[src/bas_pkg.sv]
// Package for the burst address sequencer: bus widths, codes and burst constants.
// Assumes one clock domain shared by both ends of the bus.
package bas_pkg;

  // ----------------------------------------------------------------------
  // Widths
  // ----------------------------------------------------------------------
  localparam int DATA_W     = 16;
  localparam int ADDR_W     = 32;
  localparam int REQ_W      = 16;
  localparam int FIFO_DEPTH = 8;
  localparam int LINE_BEATS = 8;

  // ----------------------------------------------------------------------
  // Byte-enable codes, active low, bit 3 down to bit 0
  // ----------------------------------------------------------------------
  localparam logic [3:0] BE_LOW_WORD  = 4'h0;
  localparam logic [3:0] BE_HIGH_WORD = 4'h3;
  localparam logic [3:0] BE_NONE      = 4'hF;

  // ----------------------------------------------------------------------
  // Request kinds given on the device's user side
  // ----------------------------------------------------------------------
  localparam logic [1:0] KIND_READ     = 2'h0;
  localparam logic [1:0] KIND_WRITE    = 2'h1;
  localparam logic [1:0] KIND_PREFETCH = 2'h2;

  // Transfer sizes in bytes.
  localparam logic [2:0] SIZE_BYTE  = 3'h1;
  localparam logic [2:0] SIZE_WORD  = 3'h2;
  localparam logic [2:0] SIZE_DWORD = 3'h4;

  localparam logic [2:0] LAST_BEAT = 3'h7;

endpackage

[src/bas_bus_if.sv]
// Interface joining the processor end and the memory-controller end of the bus.
// Data lines are split into drive and sample halves; each end samples the other end's drive half directly.
interface bas_bus_if;
  logic        start;
  logic [31:2] addr;
  logic [3:0]  lane_enables_n;
  logic        last_cycle_n;
  logic        mem_io;
  logic        wr_rd;
  logic        data_code;
  logic        page_cache_disable;
  logic        lock_n;
  logic        cacheable_ack_n;
  logic        ready_n;
  logic [15:0] dev_dout;
  logic        dev_doe;
  logic [15:0] ctl_dout;
  logic        ctl_doe;
  logic        upper_lane_parity;
  logic        lower_lane_parity;

  modport dev
  (
    output start, addr, lane_enables_n, last_cycle_n, mem_io, wr_rd, data_code,
    output page_cache_disable, lock_n, dev_dout, dev_doe,
    input  cacheable_ack_n, ready_n, ctl_dout, ctl_doe, upper_lane_parity,
    input  lower_lane_parity
  );

  modport ctl
  (
    input  start, addr, lane_enables_n, last_cycle_n, mem_io, wr_rd, data_code,
    input  page_cache_disable, lock_n, dev_dout, dev_doe,
    output cacheable_ack_n, ready_n, ctl_dout, ctl_doe, upper_lane_parity,
    output lower_lane_parity
  );
endinterface

[src/bas_fifo.sv]
// Small synchronous FIFO with valid/ready on both sides.
// Assumes one clock; storage is flip-flops indexed by pointer.
module bas_fifo #(
  parameter int WIDTH = 16,
  parameter int DEPTH = 8
) (
  input  wire logic             I_MCLK,
  input  wire logic             I_RST_B,
  input  wire logic             i_in_valid,
  output logic                  o_in_ready,
  input  wire logic [WIDTH-1:0] i_in_data,
  output logic                  o_out_valid,
  input  wire logic             i_out_ready,
  output logic      [WIDTH-1:0] o_out_data
);
  localparam int AW = $clog2(DEPTH);

  logic [WIDTH-1:0] mem_r [DEPTH];
  logic [AW-1:0]    wp_r;
  logic [AW-1:0]    rp_r;
  logic [AW:0]      cnt_r;

  wire push = i_in_valid && (cnt_r != (AW+1)'(DEPTH));
  wire pop  = i_out_ready && (cnt_r != '0);

  assign o_in_ready  = cnt_r != (AW+1)'(DEPTH);
  assign o_out_valid = cnt_r != '0;
  assign o_out_data  = mem_r[rp_r];

  always_ff @(posedge I_MCLK)
  begin
    if (push)
    begin
      mem_r[wp_r] <= i_in_data;
    end
  end

  always_ff @(posedge I_MCLK)
  begin
    if (!I_RST_B)
    begin
      wp_r  <= '0;
      rp_r  <= '0;
      cnt_r <= '0;
    end
    else
    begin
      if (push) wp_r <= (wp_r == AW'(DEPTH-1)) ? '0 : wp_r + 1'b1;
      if (pop)  rp_r <= (rp_r == AW'(DEPTH-1)) ? '0 : rp_r + 1'b1;
      cnt_r <= cnt_r + (AW+1)'(push) - (AW+1)'(pop);
    end
  end
endmodule

[src/bas_dev.sv]
// Processor end of the burst bus: splits requests into 16-bit data cycles.
// Assumes the controller end shares I_MCLK and answers each cycle with ready_n.
// Summary of operation
// RULE1: Split transfers wider than 16 bits into cycles.
// RULE2: Misaligned 16-bit word takes two cycles.
// RULE3: Multi-cycle reads may run as bursts.
// RULE4: Misaligned writes may also burst.
// RULE5: Line fill bursts eight 16-bit cycles.
// RULE6: Controller ignores first fill-cycle byte enables.
// RULE7: Line fill starts 4-byte aligned.
// RULE8: Later fill cycles decode byte enables normally.
// RULE9: Upper address and cycle type held during fill.
// RULE10: Fill may end early via last-cycle low.
// RULE11: Groups visited in interleaved bits 3:2 order.
// RULE12: Enables 0000 then 0011; last low cycle eight.
// RULE13: Controller returns even byte low, odd high.
// RULE14: Idle cache prefetches in 16-byte bursts.
// RULE15: Prefetch holds upper address and cycle type.
// RULE16: Prefetch may be cut short anytime.
// RULE17: Controller may anticipate burst order.
// RULE18: Cacheable only with PAGE_CACHE_DISABLE low, lock high, ack low.
// RULE19: Low enable always active; high except final.
// RULE20: Controller derives A1 and byte selects. Here the controller derives only A1.
module bas_dev (
  input  wire logic        I_MCLK,
  input  wire logic        I_RST_B,
  input  wire logic        I_REQ_VALID,
  output logic             O_REQ_READY,
  input  wire logic [1:0]  I_REQ_KIND,
  input  wire logic [31:0] I_REQ_ADDR,
  input  wire logic [2:0]  I_REQ_SIZE,
  input  wire logic [31:0] I_REQ_WDATA,
  input  wire logic        I_REQ_NOCACHE,
  input  wire logic        I_REQ_LOCK,
  input  wire logic        I_CUT,
  output logic             O_RD_VALID,
  input  wire logic        I_RD_READY,
  output logic [15:0]      O_RD_DATA,
  output logic             O_BUSY,
  bas_bus_if.dev           bus
);

  // ----------------------------------------------------------------------
  // Sequencer
  // ----------------------------------------------------------------------
  typedef enum {BAS_IDLE, BAS_ISSUE, BAS_WAIT, BAS_SAMPLE} bas_state_t;

  bas_state_t  st_r;
  logic [1:0]  kind_r;
  logic [31:0] addr_r;
  logic [2:0]  size_r;
  logic [31:0] wdata_r;
  logic [2:0]  beat_r;
  logic [2:0]  nbeats_r;
  logic        fill_r;
  logic        fill_tried_r;
  logic        pcd_r;
  logic        lock_r;
  logic        cut_r;
  logic [1:0]  grp0_r;
  logic        last_seen_r;
  logic        last_n_r;
  logic [15:0] din_r;

  // One-beat or two-beat count for ordinary transfers; misaligned words and
  // any doubleword need two cycles because the bus is only 16 bits wide.
  // The controller end shares the clock, so its outputs are read directly.
  wire         misal     = addr_r[0] && (size_r != bas_pkg::SIZE_BYTE);         // [RULE2]
  wire         wide      = size_r == bas_pkg::SIZE_DWORD;                       // [RULE1]
  wire         can_fill  = (kind_r == bas_pkg::KIND_READ) && !pcd_r && !lock_r;
  wire         cacheable = can_fill && !bus.cacheable_ack_n;                    // [RULE18]
  // A read that may become a fill shows the line pattern from its first beat.
  wire         try_fill  = cacheable && !fill_tried_r;
  wire         line_kind = (kind_r == bas_pkg::KIND_PREFETCH) || fill_r
                           || try_fill;                                         // [RULE14]
  wire [2:0]   last_idx  = try_fill ? bas_pkg::LAST_BEAT : nbeats_r;
  wire [2:0]   plain_n   = (wide || misal) ? 3'h1 : 3'h0;
  wire [1:0]   grp       = grp0_r ^ beat_r[2:1];                                // [RULE11]
  wire [3:0]   line_be   = beat_r[0] ? bas_pkg::BE_HIGH_WORD
                                     : bas_pkg::BE_LOW_WORD;                    // [RULE12]
  wire [3:0]   plain_be  = (beat_r == 3'h0) ? ~(4'(4'hF << addr_r[1:0]))
                                            : bas_pkg::BE_HIGH_WORD;
  wire [3:0]   be_now    = line_kind ? line_be : plain_be;
  wire         is_last   = (beat_r == last_idx) || cut_r;                       // [RULE10] [RULE16]
  wire         beat_done = st_r == bas_state_t'(BAS_SAMPLE);
  wire [15:0]  wword     = beat_r[0] ? wdata_r[31:16] : wdata_r[15:0];
  wire         rd_push   = beat_done && (kind_r != bas_pkg::KIND_WRITE);
  logic        fifo_ready;

  always_ff @(posedge I_MCLK)
  begin
    if (!I_RST_B)
    begin
      st_r         <= BAS_IDLE;
      kind_r       <= bas_pkg::KIND_READ;
      addr_r       <= '0;
      size_r       <= bas_pkg::SIZE_BYTE;
      wdata_r      <= '0;
      beat_r       <= '0;
      nbeats_r     <= '0;
      fill_r       <= 1'b0;
      fill_tried_r <= 1'b0;
      pcd_r        <= 1'b0;
      lock_r       <= 1'b0;
      cut_r        <= 1'b0;
      grp0_r       <= '0;
      last_seen_r  <= 1'b0;
    end
    else
    begin
      case (st_r)
        BAS_IDLE:
        begin
          // Reads wait for an empty buffer, which holds a whole line, so a
          // burst never has to stall once it has begun.
          if (I_REQ_VALID && (!O_RD_VALID || (I_REQ_KIND == bas_pkg::KIND_WRITE)))
          begin
            last_seen_r  <= 1'b0;
            kind_r       <= I_REQ_KIND;
            addr_r       <= I_REQ_ADDR;
            size_r       <= I_REQ_SIZE;
            wdata_r      <= I_REQ_WDATA;
            pcd_r        <= I_REQ_NOCACHE;
            lock_r       <= I_REQ_LOCK;
            grp0_r       <= I_REQ_ADDR[3:2];
            beat_r       <= '0;
            cut_r        <= 1'b0;
            fill_r       <= 1'b0;
            fill_tried_r <= 1'b0;
            nbeats_r     <= (I_REQ_KIND == bas_pkg::KIND_PREFETCH) ? bas_pkg::LAST_BEAT
                                                                   : 3'h0;
            st_r         <= BAS_ISSUE;
          end
        end
        BAS_ISSUE:
        begin
          if (!line_kind)
          begin
            nbeats_r <= plain_n;                                                // [RULE3] [RULE4]
          end
          st_r <= BAS_WAIT;
        end
        BAS_WAIT:
        begin
          if (I_CUT) cut_r <= 1'b1;
          // The cacheable answer is taken with the first cycle's ready, and
          // the burst ends after the beat that showed last_cycle_n low.
          if (!bus.ready_n)
          begin
            last_seen_r <= !last_n_r;
            if (!fill_tried_r)
            begin
              fill_tried_r <= 1'b1;
              if (cacheable)
              begin
                fill_r   <= 1'b1;                                               // [RULE5]
                nbeats_r <= bas_pkg::LAST_BEAT;
              end
            end
            st_r <= BAS_SAMPLE;
          end
        end
        BAS_SAMPLE:
        begin
          if (last_seen_r)
          begin
            st_r <= BAS_IDLE;
          end
          else
          begin
            beat_r <= beat_r + 3'h1;
            st_r   <= BAS_WAIT;
          end
        end
        default: st_r <= BAS_IDLE;
      endcase
    end
  end

  // ----------------------------------------------------------------------
  // Bus outputs, registered or decoded from registered request fields; mem_io tied high
  // ----------------------------------------------------------------------
  logic        start_r, doe_r;
  logic [31:2] bus_addr_r;
  logic [3:0]  be_r;
  logic [15:0] dout_r;

  always_ff @(posedge I_MCLK)
  begin
    if (!I_RST_B)
    begin
      start_r    <= 1'b0;
      last_n_r   <= 1'b1;
      bus_addr_r <= '0;
      be_r       <= bas_pkg::BE_NONE;
      dout_r     <= '0;
      doe_r      <= 1'b0;
    end
    else
    begin
      start_r    <= st_r == BAS_ISSUE;
      // Bits 31:4 never change inside a burst; only bits 3:2 walk.
      bus_addr_r <= {addr_r[31:4], (line_kind ? grp : addr_r[3:2])};           // [RULE9] [RULE15] [RULE7]
      be_r       <= (st_r == BAS_IDLE) ? bas_pkg::BE_NONE : be_now;             // [RULE19]
      last_n_r   <= !((st_r == BAS_WAIT) && is_last);                           // [RULE12]
      dout_r     <= wword;
      doe_r      <= (kind_r == bas_pkg::KIND_WRITE) && (st_r != BAS_IDLE);
    end
  end

  always_ff @(posedge I_MCLK)
  begin
    if (st_r == BAS_WAIT)
    begin
      din_r <= bus.ctl_dout;
    end
  end

  assign bus.start              = start_r;
  assign bus.addr               = bus_addr_r;
  assign bus.lane_enables_n     = be_r;
  assign bus.last_cycle_n       = last_n_r;
  assign bus.mem_io             = 1'b1;
  assign bus.wr_rd              = kind_r == bas_pkg::KIND_WRITE;
  assign bus.data_code          = kind_r != bas_pkg::KIND_PREFETCH;
  assign bus.page_cache_disable = pcd_r;
  assign bus.lock_n             = !lock_r;
  assign bus.dev_dout           = dout_r;
  assign bus.dev_doe            = doe_r;

  // ----------------------------------------------------------------------
  // Read data buffer; a non-empty buffer holds off the next read request
  // ----------------------------------------------------------------------
  bas_fifo #(.WIDTH(bas_pkg::DATA_W), .DEPTH(bas_pkg::FIFO_DEPTH)) u_rd_fifo (
    .I_MCLK      (I_MCLK),
    .I_RST_B     (I_RST_B),
    .i_in_valid  (rd_push),
    .o_in_ready  (fifo_ready),
    .i_in_data   (din_r),
    .o_out_valid (O_RD_VALID),
    .i_out_ready (I_RD_READY),
    .o_out_data  (O_RD_DATA)
  );

  logic busy_r, req_ready_r;
  always_ff @(posedge I_MCLK)
  begin
    if (!I_RST_B)
    begin
      busy_r      <= 1'b0;
      req_ready_r <= 1'b0;
    end
    else
    begin
      busy_r      <= st_r != BAS_IDLE;
      req_ready_r <= (st_r == BAS_SAMPLE) && last_seen_r;
    end
  end
  assign O_BUSY      = busy_r;
  assign O_REQ_READY = req_ready_r;
endmodule

[src/flat_wrapper.sv]
// flat-port wrapper written by rule: the top's interface ports become plain ports
module bas_dev_flat 
  (I_MCLK, I_RST_B, I_REQ_VALID, O_REQ_READY, I_REQ_KIND, I_REQ_ADDR, I_REQ_SIZE, I_REQ_WDATA, I_REQ_NOCACHE, I_REQ_LOCK, I_CUT, O_RD_VALID, I_RD_READY, O_RD_DATA, O_BUSY, bus_start, bus_addr, bus_lane_enables_n, bus_last_cycle_n, bus_mem_io, bus_wr_rd, bus_data_code, bus_page_cache_disable, bus_lock_n, bus_dev_dout, bus_dev_doe, bus_cacheable_ack_n, bus_ready_n, bus_ctl_dout, bus_ctl_doe, bus_upper_lane_parity, bus_lower_lane_parity);
  bas_bus_if bus_i ();
  input  wire logic I_MCLK;
  input  wire logic I_RST_B;
  input  wire logic I_REQ_VALID;
  output logic O_REQ_READY;
  input  wire logic [1:0] I_REQ_KIND;
  input  wire logic [31:0] I_REQ_ADDR;
  input  wire logic [2:0] I_REQ_SIZE;
  input  wire logic [31:0] I_REQ_WDATA;
  input  wire logic I_REQ_NOCACHE;
  input  wire logic I_REQ_LOCK;
  input  wire logic I_CUT;
  output logic O_RD_VALID;
  input  wire logic I_RD_READY;
  output logic [15:0] O_RD_DATA;
  output logic O_BUSY;
  output wire logic [$bits(bus_i.start)-1:0] bus_start;
  output wire logic [$bits(bus_i.addr)-1:0] bus_addr;
  output wire logic [$bits(bus_i.lane_enables_n)-1:0] bus_lane_enables_n;
  output wire logic [$bits(bus_i.last_cycle_n)-1:0] bus_last_cycle_n;
  output wire logic [$bits(bus_i.mem_io)-1:0] bus_mem_io;
  output wire logic [$bits(bus_i.wr_rd)-1:0] bus_wr_rd;
  output wire logic [$bits(bus_i.data_code)-1:0] bus_data_code;
  output wire logic [$bits(bus_i.page_cache_disable)-1:0] bus_page_cache_disable;
  output wire logic [$bits(bus_i.lock_n)-1:0] bus_lock_n;
  output wire logic [$bits(bus_i.dev_dout)-1:0] bus_dev_dout;
  output wire logic [$bits(bus_i.dev_doe)-1:0] bus_dev_doe;
  input wire logic [$bits(bus_i.cacheable_ack_n)-1:0] bus_cacheable_ack_n;
  input wire logic [$bits(bus_i.ready_n)-1:0] bus_ready_n;
  input wire logic [$bits(bus_i.ctl_dout)-1:0] bus_ctl_dout;
  input wire logic [$bits(bus_i.ctl_doe)-1:0] bus_ctl_doe;
  input wire logic [$bits(bus_i.upper_lane_parity)-1:0] bus_upper_lane_parity;
  input wire logic [$bits(bus_i.lower_lane_parity)-1:0] bus_lower_lane_parity;
  assign bus_start = bus_i.start;
  assign bus_addr = bus_i.addr;
  assign bus_lane_enables_n = bus_i.lane_enables_n;
  assign bus_last_cycle_n = bus_i.last_cycle_n;
  assign bus_mem_io = bus_i.mem_io;
  assign bus_wr_rd = bus_i.wr_rd;
  assign bus_data_code = bus_i.data_code;
  assign bus_page_cache_disable = bus_i.page_cache_disable;
  assign bus_lock_n = bus_i.lock_n;
  assign bus_dev_dout = bus_i.dev_dout;
  assign bus_dev_doe = bus_i.dev_doe;
  assign bus_i.cacheable_ack_n = bus_cacheable_ack_n;
  assign bus_i.ready_n = bus_ready_n;
  assign bus_i.ctl_dout = bus_ctl_dout;
  assign bus_i.ctl_doe = bus_ctl_doe;
  assign bus_i.upper_lane_parity = bus_upper_lane_parity;
  assign bus_i.lower_lane_parity = bus_lower_lane_parity;
  bas_dev u_core (.I_MCLK(I_MCLK), .I_RST_B(I_RST_B), .I_REQ_VALID(I_REQ_VALID), .O_REQ_READY(O_REQ_READY), .I_REQ_KIND(I_REQ_KIND), .I_REQ_ADDR(I_REQ_ADDR), .I_REQ_SIZE(I_REQ_SIZE), .I_REQ_WDATA(I_REQ_WDATA), .I_REQ_NOCACHE(I_REQ_NOCACHE), .I_REQ_LOCK(I_REQ_LOCK), .I_CUT(I_CUT), .O_RD_VALID(O_RD_VALID), .I_RD_READY(I_RD_READY), .O_RD_DATA(O_RD_DATA), .O_BUSY(O_BUSY), .bus(bus_i));
endmodule
[config.mk]
export PLATFORM = sky130hd
export DESIGN_NAME = bas_dev_flat
export DESIGN_NICKNAME = d
export VERILOG_FILES = /design/src/bas_pkg.sv /design/src/bas_bus_if.sv /design/src/bas_fifo.sv /design/src/bas_dev.sv /design/src/flat_wrapper.sv
export SDC_FILE = /design/constraint.sdc
export NUM_CORES = 1
export LEC_CHECK = 0
export ABC_CLOCK_PERIOD_IN_PS = 3200
export BUFFER_PORTS_ARGS = -buffer_cell sky130_fd_sc_hd__clkbuf_2
export CORE_MARGIN = 2
export CORE_UTILIZATION = 40
export CTS_CLUSTER_DIAMETER = 40
export DETAILED_ROUTE_END_ITERATION = 7
export GPL_TIMING_DRIVEN = 0
export PLACE_DENSITY_LB_ADDON = 0.05
export SYNTH_ARGS = -nofsm -noshare
export SYNTH_HDL_FRONTEND = slang
export SYNTH_HIERARCHICAL = 1
export SYNTH_SLANG_ARGS = --single-unit
export TNS_END_PERCENT = 20
[constraint.sdc]
create_clock -name I_MCLK -period 3.2 [get_ports I_MCLK]
set_input_delay 0.64 -clock I_MCLK [delete_from_list [all_inputs] [get_ports I_MCLK]]
set_output_delay 0.64 -clock I_MCLK [all_outputs]
set_load 0.05 [all_outputs]
==> metrics <==
status finished, final reports clean; Syn Area/Cell 13.1 um2; clk buf depth 3; Total GRT Usage 17.9%; CTS root buffer clkbuf_16; P_leak 5.27 nW; Die Ht 169 um; clock skew 0.0245 ns; Mapped Nets 949; worst flop-to-flop path startpoint u_core/st_r[0]$_SDFFE_PN0P_; crit-path cells buf_1 > mux4_1 > mux2_2 > clkbuf_2; ys flop type dfxtp_1; Final #Nets 1173; remaining routing DRC violations 0; initial antenna violation count 0; DR WL/cell 17.9 um; post-CTS setup buffers 0; number of global-route vias before repair 7020; Routed WL 25.6 mm; post-route insts no fill 1433; share of layout cells above drive strength 1 28.3%; PD cells 866 nW/um2; area grow syn2layout 26.7%; fin crit share 96.4%; antenna cells 0; RSZ-0062 raised after global routing no; Post-synth ARST share 0%; crit end category primary output; placer congestion estimate 0.774; Die W 169 um; EDFF count, synth 144; # clock sinks 294; Peak Freq 0.324 GHz; grt ovf 0; register area share after synthesis 67.0%; Netlist Area Pre-Place 10900 um2; CTS clk-pin slew, worst paths 0.06 ns; Synth Register Bits 294; GR Util met1 23.0%; post-route cell area 13900 um2; largest net degree at the start of global routing 19; hold_buf cts 0; Synth area leaders edfxtp_1 (40%), dfxtp_1 (27%), mux4_1 (6.7%); crit path time final 3.08 ns; Min-Delay Path Class input pin to flop; Initial Util 40.7%; via count 6935; Max FO, Critical Path 10; Rel. slew slack 20.0%; Crit path arrival time 2.44 ns; I/O pins 174; initial drt markers 382; Worst Setup Start Kind flop; CP required 2.56 ns; Hold Violations, Final 0; DP HPWL 17.6 mm; placed insts 1356; CP max-delay cell buf_1; crit-path max cell delay 0.59 ns; CTS tree yes; top cell type's share of synthesized area 39.5%; post_cts resized 0; fin. max-slew vios 0; critical path class flop to primary output; DR pass1 iterations 4; core area 26900 um2; PortBufs 169; Hold WS 0.294 ns; met2 usage 30.5%; post-synth cell types 57; Die ar. 28700 um2; Syn Inst Count 835; Finished Core Util 51.6%; Cell Rows 60; CTS HTree Levels 2; biggest area consumer among synthesized cells edfxtp_1; most common cell in the synthesized netlist nand2_1; total negative slack 0 ns; Worst IR Drop VDD 417 uV; total CTS buffers 42; Max-Cap Viols 0; antenna viol nets, final 0; Clk Latency, worst-skew pair 0.52 ns; final setup fails 0; first-pass GRT wire length 39.2 mm; Worst Min Path Start bus_ctl_dout[4]; worst slew pin tran 1.20 ns; drt via density 4.84; GRT Max-Usage Layer met2; met3 Use GR 4.08%; placed instance area 12400 um2; top cells by count, synth nand2_1 (169), dfxtp_1 (150), edfxtp_1 (144); yosys warns 6
metrics by stage:
stage / power, W / setup WS (ns)
after CTS: 0.0122 / 0.0302
after floorplan: 0.00666 / 0.174
final: 0.0120 / 0.116
after detailed placement: 0.00742 / 0.411
after global routing: 0.0126 / 0.00113
after global placement: 0.00738 / -1.70
worst max-delay path, delay by kind of cell, from the launching register on:
family	cells	cell delay, ns
buffers and inverters	2	0.82
muxes	2	0.69
DFF	1	0.40
registers in the layout (all words and copies together), names as in the netlist, 2 cells and up, named ones only:
signal	count
u_core/u_rd_fifo/mem_r	128
u_core/addr_r	32
u_core/wdata_r	32
u_core/bus.addr	30
u_core/bus.dev_dout	16
u_core/din_r	16
u_core/bus.lane_enables_n	4
u_core/u_rd_fifo/cnt_r	4
u_core/beat_r	3
u_core/size_r	3
u_core/u_rd_fifo/rp_r	3
u_core/u_rd_fifo/wp_r	3
u_core/kind_r	2
u_core/nbeats_r	2
u_core/st_r	2
metal layers:
layer	share of wire (%)	wire length [um]
met1	44	11200
met2	49	12600
met3	5.3	1370
met4	1.9	497
met5	0	0
logic make-up (layout without fill, tap and decap cells):
family,after synthesis,in the layout,share of synthesized area (%)
multiplexers,71,71,11.3
adder cells (fa/ha/maj),17,17,2.01
AO/OA/AOI/OAI,107,107,5.59
buffers and inverters,65,322,2.65
other,1,1,0.0343
flip-flops,294,294,67.0
AND/OR/NAND/NOR,277,277,11.2
XOR/XNOR,3,3,0.240
placed cells by master (no fill, tap or decap), types with 5 or more instances in the layout:
cell and instances:
o21ai_0 8, mux2i_1 22, nand2_1 169, dfxtp_1 150, and2_1 35, clkbuf_16 44, mux2_2 17, clkbuf_2 170
inv_6 9, nor3_1 5, clkinvlp_4 6, buf_2 9, nor2_1 32, mux4_1 28, edfxtp_1 144, clkbuf_1 29
buf_1 5, buf_6 10, ha_1 16, nand3_1 5, inv_1 17, a21oi_1 81
final timing paths:
kind | endpoint | slack [ns] | depth (start not counted)
worst max-delay path | O_RD_DATA[6] | 0.12 | 4
worst min-delay path | u_core/din_r[4]$_DFFE_PP_ | 0.29 | 1
worst max register to register | u_core/u_rd_fifo/cnt_r[2]$_SDFF_PN0_ | 0.43 | 10
worst min register to register | u_core/addr_r[27]$_SDFFE_PN0P_ | 0.45 | 2
power by group:
group / internal, W / switching, W / total, W
Clock: 0.00292 / 0.00179 / 0.00470
Sequential: 0.00447 / 0.000277 / 0.00475
Combinational: 0.000825 / 0.00173 / 0.00256
Total: 0.00822 / 0.00379 / 0.0120
layout make-up:
cell class | count | area, um2
Buffer | 47 | 223
Clock buffer | 47 | 1120
Clock inverter | 30 | 338
Fill cell | 2426 | 13000
Inverter | 18 | 67.6
Multi-Input combinational cell | 476 | 3360
Sequential cell | 294 | 7330
Tap cell | 341 | 427
Timing Repair Buffer | 180 | 1010
Power figures use the tool's default switching activity.
